`src/rtl/cpw_pkg.sv`:
```
// constants, register map and carrier types for the counter array pwm block
package cpw_pkg;

    localparam int NUM_MODULES = 6;

    // special function register addresses
    localparam logic [7:0] ADDR_CTRL_STATUS = 8'hD8;
    localparam logic [7:0] ADDR_ARRAY_MODE  = 8'hD9;
    localparam logic [7:0] ADDR_MODE_BASE   = 8'hDA;
    localparam logic [7:0] ADDR_CMP_LO_BASE = 8'hE0;
    localparam logic [7:0] ADDR_CNT_LO      = 8'hE8;
    localparam logic [7:0] ADDR_CMP_HI_BASE = 8'hF0;
    localparam logic [7:0] ADDR_CNT_HI      = 8'hF8;

    // array_control_status fields
    localparam int CS_OVF_BIT = 7;
    localparam int CS_RUN_BIT = 6;

    // array mode register fields
    localparam int AM_OVF_IRQ_EN_BIT = 0;
    localparam int AM_TB_LSB         = 1;
    localparam int AM_TB_MSB         = 3;

    // module_mode_reg fields
    localparam int MD_WIDE_BIT  = 7;
    localparam int MD_ECOM_BIT  = 6;
    localparam int MD_PWM_BIT   = 1;
    localparam int MD_IRQEN_BIT = 0;

    localparam logic [7:0]  RESET_BYTE  = 8'h00;
    localparam logic [7:0]  LOW_MAX     = 8'hFF;
    localparam logic [15:0] COUNT_MAX   = 16'hFFFF;
    localparam logic [15:0] COUNT_RESET = 16'h0000;

    // timebase dividers
    localparam logic [3:0] PRESCALE_LAST = 4'hB;
    localparam logic [1:0] QUARTER_LAST  = 2'h3;
    localparam logic [2:0] EIGHTH_LAST   = 3'h7;

    typedef enum logic [2:0] {
        TB_SYS_DIV12 = 3'h0,
        TB_SYS_DIV4  = 3'h1,
        TB_TIMER0    = 3'h2,
        TB_EXT_FALL  = 3'h3,
        TB_SYS       = 3'h4,
        TB_EXT_DIV8  = 3'h5
    } cpw_timebase_type;

    // one register access from the core
    typedef struct packed {
        logic [7:0] addr;
        logic       wr;
        logic       rd;
        logic [7:0] wdata;
    } cpw_sfr_req_type;

endpackage

```
`src/rtl/cpw_array.sv`:
```
// counter array with six pwm capture/compare modules and their registers
`timescale 1ns/10ps

//Contract
//pwm frequency follows shared counter timebase
//8-bit duty set by compare low byte
//8-bit: low byte match drives pin high
//8-bit: low byte overflow drives pin low
//low byte wrap reloads compare low from high
//8-bit mode: enable, pwm set, wide clear
//software writes compare low byte first
//compare low write clears comparator enable
//compare high write sets comparator enable
//16-bit value sets output low time
//16-bit: match high, overflow low
//16-bit mode: enable, pwm, wide all set
//software times duty updates to match irq
//software enables match interrupt for updates
//counter wrap sets sticky overflow flag
//match flag cleared only by software
//three-bit select picks counter timebase
//counter advances only while run set
//compare match sets flag, requests interrupt
module cpw_array (
    input  wire logic                           ref_clk,
    input  wire logic                           rstn,
    input  wire cpw_pkg::cpw_sfr_req_type       sfr_req,
    output logic [7:0]                          sfr_rdata,
    input  wire logic                           timer0_overflow,
    input  wire logic                           external_count_input,
    input  wire logic                           ext_osc_in,
    output logic [cpw_pkg::NUM_MODULES-1:0]     module_output_pin,
    output logic                                irq_request
);

    // number of capture/compare modules sharing the counter
    localparam int N = cpw_pkg::NUM_MODULES;

    // shared counter and control state
    logic [15:0]  count_q;
    logic [15:0]  count_next;
    logic         counter_run_q;
    logic         counter_overflow_flag_q;
    logic         ovf_irq_en_q;
    logic [2:0]   timebase_select_q;

    // per module flags and their interrupt enables
    logic [N-1:0] module_match_flag_q;
    logic [N-1:0] match_set;
    logic [N-1:0] irq_en_bits;

    // per module mode and compare registers
    logic [7:0]   mode_q    [N];
    logic [7:0]   cmp_lo_q  [N];
    logic [7:0]   cmp_hi_q  [N];

    // timebase sources after synchronising
    logic [3:0]   prescale_q;
    logic [2:0]   eci_sync_q;
    logic [2:0]   osc_sync_q;
    logic [2:0]   osc_div_q;
    logic         osc_tick;
    logic         eci_fall;
    logic         base_tick;

    // counter events of this cycle
    logic         tick;
    logic         low_wrap;
    logic         full_wrap;

    // decoded register writes
    logic         wr_ctrl;
    logic         wr_array_mode;
    logic         wr_cnt_lo;
    logic         wr_cnt_hi;
    logic         cnt_sw_wr;

    // shared register writes decoded once here; module registers decode their own below
    assign wr_ctrl   = sfr_req.wr && (sfr_req.addr == cpw_pkg::ADDR_CTRL_STATUS);
    assign wr_cnt_lo = sfr_req.wr && (sfr_req.addr == cpw_pkg::ADDR_CNT_LO);
    assign wr_cnt_hi = sfr_req.wr && (sfr_req.addr == cpw_pkg::ADDR_CNT_HI);
    assign wr_array_mode = sfr_req.wr && (sfr_req.addr == cpw_pkg::ADDR_ARRAY_MODE);
    assign cnt_sw_wr     = wr_cnt_lo || wr_cnt_hi;

    // shared mod-12 prescaler; the /4 taps come out evenly spaced from it
    always_ff @(posedge ref_clk) begin
        if (!rstn) begin
            prescale_q <= 4'h0;
        end else if (prescale_q == cpw_pkg::PRESCALE_LAST) begin
            prescale_q <= 4'h0;
        end else begin
            prescale_q <= prescale_q + 4'h1;
        end
    end

    // pin inputs: two flops, then a third stage only for edge detection
    always_ff @(posedge ref_clk) begin
        if (!rstn) begin
            eci_sync_q <= 3'h0;
            osc_sync_q <= 3'h0;
        end else begin
            eci_sync_q <= {eci_sync_q[1:0], external_count_input};
            osc_sync_q <= {osc_sync_q[1:0], ext_osc_in};
        end
    end

    // edges taken between the second and third stages only
    assign eci_fall = eci_sync_q[2] && !eci_sync_q[1];
    assign osc_tick = osc_sync_q[1] && !osc_sync_q[2] && (osc_div_q == cpw_pkg::EIGHTH_LAST);

    // external oscillator divided by 8 after synchronising; limited to sys/2
    always_ff @(posedge ref_clk) begin
        if (!rstn) begin
            osc_div_q <= 3'h0;
        end else if (osc_sync_q[1] && !osc_sync_q[2]) begin
            osc_div_q <= osc_div_q + 3'h1;
        end
    end

    // timebase selection; reserved codes give no counter clock
    always_comb begin
        unique case (timebase_select_q)
            cpw_pkg::TB_SYS_DIV12: base_tick = (prescale_q == cpw_pkg::PRESCALE_LAST);
            cpw_pkg::TB_SYS_DIV4:  base_tick = (prescale_q[1:0] == cpw_pkg::QUARTER_LAST);
            cpw_pkg::TB_TIMER0:    base_tick = timer0_overflow;
            cpw_pkg::TB_EXT_FALL:  base_tick = eci_fall;
            cpw_pkg::TB_SYS:       base_tick = 1'b1;
            cpw_pkg::TB_EXT_DIV8:  base_tick = osc_tick;
            default:               base_tick = 1'b0;
        endcase
    end

    // a software counter write swallows the tick, so no match or wrap fires on a skipped count
    assign tick       = base_tick && counter_run_q && !cnt_sw_wr;
    assign count_next = count_q + 16'h0001;
    assign low_wrap   = tick && (count_q[7:0] == cpw_pkg::LOW_MAX);
    assign full_wrap  = tick && (count_q == cpw_pkg::COUNT_MAX);

    // shared counter; a software write beats a tick in the same cycle
    always_ff @(posedge ref_clk) begin
        if (!rstn) begin
            count_q <= cpw_pkg::COUNT_RESET;
        end else if (wr_cnt_lo) begin
            count_q[7:0] <= sfr_req.wdata;
        end else if (wr_cnt_hi) begin
            count_q[15:8] <= sfr_req.wdata;
        end else if (tick) begin
            count_q <= count_next;
        end
    end

    // control/status: hardware set wins over a software clear
    always_ff @(posedge ref_clk) begin
        if (!rstn) begin
            counter_run_q           <= 1'b0;
            counter_overflow_flag_q <= 1'b0;
            module_match_flag_q     <= '0;
        end else begin
            if (wr_ctrl) begin
                counter_run_q <= sfr_req.wdata[cpw_pkg::CS_RUN_BIT];
            end
            // sticky flags: only a software write takes them down
            counter_overflow_flag_q <= full_wrap
                || (wr_ctrl ? sfr_req.wdata[cpw_pkg::CS_OVF_BIT] : counter_overflow_flag_q);
            module_match_flag_q <= match_set
                | (wr_ctrl ? sfr_req.wdata[N-1:0] : module_match_flag_q);
        end
    end

    // array mode register: timebase and overflow interrupt enable
    always_ff @(posedge ref_clk) begin
        if (!rstn) begin
            timebase_select_q <= 3'h0;
            ovf_irq_en_q      <= 1'b0;
        end else if (wr_array_mode) begin
            timebase_select_q <= sfr_req.wdata[cpw_pkg::AM_TB_MSB:cpw_pkg::AM_TB_LSB];
            ovf_irq_en_q      <= sfr_req.wdata[cpw_pkg::AM_OVF_IRQ_EN_BIT];
        end
    end

    // one pwm channel per module
    for (genvar m = 0; m < N; m++) begin : g_mod
        // register addresses, mode decode and compare terms of this module
        logic [7:0]  mode_addr;
        logic [7:0]  lo_addr;
        logic [7:0]  hi_addr;
        logic        ecom;
        logic        pwm8;
        logic        pwm16;
        logic [7:0]  lo_eff;
        logic        match8;
        logic        match16;

        // each module sits at its base address plus its index
        assign mode_addr = cpw_pkg::ADDR_MODE_BASE + 8'(m);
        assign lo_addr   = cpw_pkg::ADDR_CMP_LO_BASE + 8'(m);
        assign hi_addr   = cpw_pkg::ADDR_CMP_HI_BASE + 8'(m);
        assign ecom      = mode_q[m][cpw_pkg::MD_ECOM_BIT];
        assign pwm8      = ecom && mode_q[m][cpw_pkg::MD_PWM_BIT] && !mode_q[m][cpw_pkg::MD_WIDE_BIT];
        assign pwm16     = ecom && mode_q[m][cpw_pkg::MD_PWM_BIT] && mode_q[m][cpw_pkg::MD_WIDE_BIT];
        // at the wrap the fresh reload is what the new low byte meets
        assign lo_eff    = low_wrap ? cmp_hi_q[m] : cmp_lo_q[m];
        assign match8    = tick && (count_next[7:0] == lo_eff);
        assign match16   = tick && (count_next == {cmp_hi_q[m], cmp_lo_q[m]});

        // flag request and interrupt enable of this module
        assign match_set[m]   = (pwm8 && match8) || (pwm16 && match16);
        assign irq_en_bits[m] = mode_q[m][cpw_pkg::MD_IRQEN_BIT];

        // mode register; compare byte writes steer the enable bit
        always_ff @(posedge ref_clk) begin
            if (!rstn) begin
                mode_q[m] <= cpw_pkg::RESET_BYTE;
            end else if (sfr_req.wr && (sfr_req.addr == mode_addr)) begin
                mode_q[m] <= sfr_req.wdata;
            end else if (sfr_req.wr && (sfr_req.addr == lo_addr)) begin
                mode_q[m][cpw_pkg::MD_ECOM_BIT] <= 1'b0;
            end else if (sfr_req.wr && (sfr_req.addr == hi_addr)) begin
                mode_q[m][cpw_pkg::MD_ECOM_BIT] <= 1'b1;
            end
        end

        // compare bytes; the 8-bit reload overrides nothing software wrote
        always_ff @(posedge ref_clk) begin
            if (!rstn) begin
                cmp_lo_q[m] <= cpw_pkg::RESET_BYTE;
                cmp_hi_q[m] <= cpw_pkg::RESET_BYTE;
            end else begin
                if (sfr_req.wr && (sfr_req.addr == lo_addr)) begin
                    cmp_lo_q[m] <= sfr_req.wdata;
                end else if (pwm8 && low_wrap) begin
                    cmp_lo_q[m] <= cmp_hi_q[m];
                end
                // high byte changes only by software
                if (sfr_req.wr && (sfr_req.addr == hi_addr)) begin
                    cmp_hi_q[m] <= sfr_req.wdata;
                end
            end
        end

        // pin: match drives high and wins over the overflow low
        always_ff @(posedge ref_clk) begin
            if (!rstn) begin
                module_output_pin[m] <= 1'b0;
            end else if (pwm8) begin
                if (match8) begin
                    module_output_pin[m] <= 1'b1;
                end else if (low_wrap) begin
                    module_output_pin[m] <= 1'b0;
                end
            end else if (pwm16) begin
                if (match16) begin
                    module_output_pin[m] <= 1'b1;
                end else if (full_wrap) begin
                    module_output_pin[m] <= 1'b0;
                end
            end else begin
                module_output_pin[m] <= 1'b0; // other modes are not built here
            end
        end
    end

    // interrupt request, registered so it comes straight from a flop
    always_ff @(posedge ref_clk) begin
        if (!rstn) begin
            irq_request <= 1'b0;
        end else begin
            irq_request <= (|(module_match_flag_q & irq_en_bits))
                || (counter_overflow_flag_q && ovf_irq_en_q);
        end
    end

    // read data, one cycle after the read strobe; unmapped reads zero
    always_ff @(posedge ref_clk) begin
        if (!rstn) begin
            sfr_rdata <= cpw_pkg::RESET_BYTE;
        end else if (sfr_req.rd) begin
            sfr_rdata <= cpw_pkg::RESET_BYTE;
            if (sfr_req.addr == cpw_pkg::ADDR_CTRL_STATUS) begin
                sfr_rdata <= {counter_overflow_flag_q, counter_run_q, module_match_flag_q};
            end else if (sfr_req.addr == cpw_pkg::ADDR_ARRAY_MODE) begin
                sfr_rdata <= {4'h0, timebase_select_q, ovf_irq_en_q};
            end else if (sfr_req.addr == cpw_pkg::ADDR_CNT_LO) begin
                sfr_rdata <= count_q[7:0];
            end else if (sfr_req.addr == cpw_pkg::ADDR_CNT_HI) begin
                sfr_rdata <= count_q[15:8];
            end
            // per module registers, matched by base plus index
            for (int k = 0; k < N; k++) begin
                if (sfr_req.addr == cpw_pkg::ADDR_MODE_BASE + 8'(k)) begin
                    sfr_rdata <= mode_q[k];
                end
                if (sfr_req.addr == cpw_pkg::ADDR_CMP_LO_BASE + 8'(k)) begin
                    sfr_rdata <= cmp_lo_q[k];
                end
                if (sfr_req.addr == cpw_pkg::ADDR_CMP_HI_BASE + 8'(k)) begin
                    sfr_rdata <= cmp_hi_q[k];
                end
            end
        end
    end

endmodule

```
`config.mk`:
```
export PLATFORM = sky130hd
export DESIGN_NAME = cpw_array
export DESIGN_NICKNAME = d
export VERILOG_FILES = /design/src/rtl/cpw_pkg.sv /design/src/rtl/cpw_array.sv
export SDC_FILE = /design/constraint.sdc
export NUM_CORES = 1
export LEC_CHECK = 0
export ABC_AREA = 1
export ABC_CLOCK_PERIOD_IN_PS = 4400
export BUFFER_PORTS_ARGS = -buffer_cell sky130_fd_sc_hd__buf_4
export CORE_AREA = 3 3 178 180
export DETAILED_ROUTE_END_ITERATION = 10
export DIE_AREA = 0 0 181 183
export REMOVE_ABC_BUFFERS = 1
export SYNTH_ARGS = -nofsm -noshare
export SYNTH_HDL_FRONTEND = slang
export SYNTH_SLANG_ARGS = --single-unit
```
`constraint.sdc`:
```
create_clock -name ref_clk -period 4.4 [get_ports ref_clk]
set_input_delay 0.66 -clock ref_clk [delete_from_list [all_inputs] [get_ports ref_clk]]
set_output_delay 0.66 -clock ref_clk [all_outputs]
set_load 0.01 [all_outputs]
```
; ---- After elaboration in Yosys (flattened, before gate mapping)
; Memories as Yosys holds them, arrays and structs flattened.
; Cells that the tools add are included.
[totals]
register_bits = 56
ram_bits = 144
out_inout_bits = 15
word_cells = 449
n_memories = 3
[op_classes]
n_addsub = 3
n_eq_ne = 57
muxes = 218
bitwise = 40
n_reduce_logical = 109
[mem_list]
columns = name, words, word_bits, rd, rd_clocked_by_memory_dff, wr, line
row1 = cmp_hi_q, 6, 8, 6, 0, 6, cpw_array.sv:55  ; logic [7:0] cmp_hi_q [N];
row2 = cmp_lo_q, 6, 8, 6, 0, 6, cpw_array.sv:54  ; logic [7:0] cmp_lo_q [N];
row3 = mode_q, 6, 8, 6, 0, 6, cpw_array.sv:53  ; logic [7:0] mode_q [N];
[op_table]
columns = operator, n
row1 = $mux W8, 55
row2 = $eq A8 B8 Y1 const B, 23
row3 = $mux W1, 160
row4 = $eq A16 B16 Y1, 6
row5 = $logic_and A1 B1 Y1, 78
row6 = $eq A8 B8 Y1, 6
row7 = $or A1 B1 Y1, 36
row8 = $ne A4 B3 Y1 const B, 6
row9 = $ne A3 B2 Y1 const B, 6
row10 = $add A16 B1 Y16 const B, 1
row11 = $eq A16 B16 Y1 const B, 1
row12 = $mux W16, 1
row13 = $reduce_and A2 Y1, 8
row14 = $eq A3 B3 Y1 const B, 3
row15 = $logic_not A1 Y1, 9
row16 = $logic_or A1 B1 Y1, 9
row17 = $and A6 B6 Y6, 1
row18 = $eq A3 B2 Y1 const B, 2
row19 = $mux W6, 1
row20 = $or A6 B6 Y6, 1
row21 = $pmux W1 S6, 1
row22 = $reduce_or A6 Y1, 1
row23 = $add A4 B1 Y4 const B, 1
row24 = $eq A4 B4 Y1 const B, 1
row25 = other kinds (8), 10

; ---- Logic depth before layout (Yosys ltp)
[depth]
word_depth = 23
mapped_depth = 24
mapped_depth_nobuf = 24

; ---- Worst setup path before layout
; OpenSTA, ideal clock, no wires.
[synth_path]
path_type = input to register
startpoint = in sfr_req[16] (netlist bit)
endpoint = mem mode_q[3][6] (enable)
setup_time_ns = 0.292
t_arrival_ns = 2.635
t_required_ns = 4.108
slack_ns = 1.473
path_stages = 8
cell_sequence = nand2_1 > nor2_2 > inv_1 > nor3_1 > inv_1 > o21ai_0 > nor2_1 > nand2_1
[synth_lines]
columns = element, line
row1 = from (decl), cpw_array.sv:27  ; input wire cpw_pkg::cpw_sfr_req_type sfr_req,
row2 = to (decl), cpw_array.sv:53

; ---- Worst setup path after layout
[layout_path]
startpoint = reg count_q[1]
endpoint = reg module_output_pin[2] (netlist bit)
[layout_between]
elab_chain_cells = 7
word_cells_on_any_way = 17
[layout_lines]
columns = element, line
row1 = from (decl), cpw_array.sv:40  ; logic [15:0] count_q;
row2 = from (signal assigned), cpw_array.sv:142  ; count_q <= cpw_pkg::COUNT_RESET;
row3 = from (signal assigned), cpw_array.sv:144  ; count_q[7:0] <= sfr_req.wdata;
row4 = from (signal assigned), cpw_array.sv:148  ; count_q <= count_next;
row5 = "parallel branches: the longest is 7 deep, another holds $add A16 B1 Y16", --
row6 = "to (signal, indexed assignment)", cpw_array.sv:244  ; module_output_pin[m] <= 1'b0;
row7 = "to (signal, indexed assignment)", cpw_array.sv:247  ; module_output_pin[m] <= 1'b1;
row8 = "to (signal, indexed assignment)", cpw_array.sv:249  ; module_output_pin[m] <= 1'b0;
row9 = to (decl), cpw_array.sv:32  ; output logic [cpw_pkg::NUM_MODULES-1:0] module_output_pin,
; Parallel ways; which one is timed is not known.
; A chain may end at the register's enable or synchronous reset.

==> out/results.tsv <==
metric	value	unit
Synth Flop Type	edfxtp_1	
synth warn	0	
Num Clock Sinks	200	
antenna-violating nets left	0	
RSZ-0062 raised after global routing	no	
number of global-route vias before repair	13000	
Worst EP arrival	3.91	ns
PortBufs	37	
Synth area leader	edfxtp_1	
DRT iter0 DRCs	1895	
Core Rows	64	
count leader, synth	nand2_1	
first-pass GRT wire length	83100	um
worst hold path class	input pin to flip-flop	
setup_tns	0	ns
slowest cell on the critical path	dfxtp_1	
post-route minimum period	3.54	ns
final design utilization	49.8	%
Post-synth EDFFs	144	
gr usage total	33.9	%
WS Path Type	flip-flop to flip-flop	
startpoint types	flip-flop	
FF+latch count, synth	200	
Cells after Synth	1971	
Fmax	0.283	GHz
CP Data Required Time	4.78	ns
area grow syn2layout	11.0	%
Worst-Margin Slew	1.22	ns
Ant. Diodes	0	
post-DP HPWL	42000	um
largest net degree at the start of global routing	40	
slew margin rel.	18.3	%
P per Cell Area	285	nW/um^2
Peak VDD IR	0.297	mV
clk_skew	0.0190	ns
Crit Path Max Fanout	9	
CTS Buf Count	17	
drt pass-1 iters	6	
CTS Buffer Depth	2	
Post-Route WL	56700	um
Reg clk slew, reported paths	0.09	ns
core area	30300	um^2
syn avg cell area	6.90	um^2
CP Capture Type	flip-flop	
Fillers	3086	
Cell variety after synth	54	
clock root buffer master	clkbuf_16	
Nets	2048	
clk_lat worst skew	0.47	ns
fin. max-slew vios	0	
Period Utilization, post-route	80.4	%
R2R setup slack	0.86	ns
DRC Markers	0	
# IOs	38	
wire per inst	23.3	um
max cap viols	0	
vias post-DR	14200	
status	completed	
Static Leak	0.00658	uW
post-synthesis sequential area ratio	40.0	%
Post-Syn Area	13600	um^2
share of the synthesized area in the top cell type	31.8	%
Vias/cell	5.84	
layout cell share with drive strength beyond 1	8.26	%
max incr delay on CP	0.47	ns
gpl congestion	0.993	
critical path cell sequence	ha_1, nand2_1, nor2_2, nand3_2, nor2_4, nand3_2, o21ai_1, nand2_2, xor2_1, nand2_1, nor2_1, nand4_1, nand3_1, nand2_1, nor2_1, nor2_1	
initial antenna violation count	0	
dpl ws	0.798	ns
setup ws final	0.861	ns
Final Setup Violations	0	
total grt overflow	0	
ys async rst share	0	%
Fin. Hold Viols	0	
Die X	181	um
H-tree depth	4	
CTS tree	done	
Fin Hold WS	0.379	ns
setup bufs post-CTS	0	
cts repair resizes	0	
DIE AREA	33100	um^2
top cells by area, synth	edfxtp_1 32%, nand2_1 16%, dfxtp_1 8.2%	
Die Ht	183	um
Post-synth top cells	577 x nand2_1, 261 x nor2_1, 241 x inv_1	
hold buffer count at cts	0	
Initial Utilization	44.8	%
==> power by group <==
group          internal (uW)  total, uW  switching, uW
clock network            911       1730            815
logic                    117        403            286
registers               2100       2180           81.8
total                   3120       4310           1180
==> layout by cell type (no fill, tap or decap), drive strengths merged, types with 8 or more instances in the layout <==
cell / synthesis / layout
edfxtp: 144 / 144
xor2: 57 / 57
inv: 251 / 257
nand2: 588 / 588
a31oi: 10 / 10
nand4: 65 / 65
o22ai: 38 / 38
or2: 13 / 13
clkinv: 13 / 16
clkbuf: 39 / 17
dfxtp: 56 / 56
buf: 20 / 90
a21oi: 55 / 55
nand3: 170 / 170
o21ai: 92 / 92
nor3: 33 / 33
o211ai: 8 / 8
nor2: 269 / 269
==> final cells by class <==
class,instances,area [um^2],area share (%)
well taps,396,495,3.28
repair buffers,90,676,4.47
inverters,264,998,6.61
clock buffers,17,425,2.82
clock inverters,15,193,1.28
multi-input cells,1448,6870,45.5
flip-flops and latches,200,5450,36.1
==> sequential cells by signal, summed over array words and instances (netlist names), 4 cells and up <==
signal               cells
cmp_hi_q                48
count_q                 16
prescale_q               4
sfr_rdata                8
mode_q                  48
module_output_pin        6
module_match_flag_q      6
cmp_lo_q                48
==> layer usage <==
layer	wire length, um	up-vias	GRT usage, %
li1	-	6548	-
met1	23100	6585	47.1
met2	23800	893	50.8
met3	6790	175	7.52
met4	2990	0	15.7
met5	0	-	0
==> worst paths after layout <==
| check | start | to | depth (start not counted) |
|---|---|---|---|
| worst max-delay path | count_q[1] | module_output_pin[2] | 16 |
| worst min-delay path | external_count_input | eci_sync_q[0] | 3 |
| worst max register to register | count_q[1] | module_output_pin[2] | 16 |
| worst min register to register | eci_sync_q[0] | eci_sync_q[1] | 2 |
==> critical path, delay by kind of cell, from the launching register on <==
kind	cells	cell delay (ns)
AOI/OAI and AO/OA	1	0.22
adders and majority gates	1	0.28
xor gates and xnor gates	1	0.34
DFF	1	0.47
and+or+nand+nor	13	2.13
==> logic make-up (layout without fill, tap and decap cells) <==
group / after synthesis / after routing / share of synthesized area, %
buf+inv: 323 / 386 / 9.47
fa+ha+maj: 4 / 4 / 0.368
flops: 200 / 200 / 40.0
xor+xnor: 60 / 60 / 3.86
simple gates: 1163 / 1163 / 37.1
compound gates: 221 / 221 / 9.14
==> stage by stage <==
stage	std cells	area, um^2	total power (uW)
global route	2430	15100	4430
detailed placement	2398	14500	2610
CTS	2430	15100	4310
finish	2430	15100	4310
global placement	2398	14500	2610
floorplan	1912	13300	2410
Power figures use the tool's default switching activity.
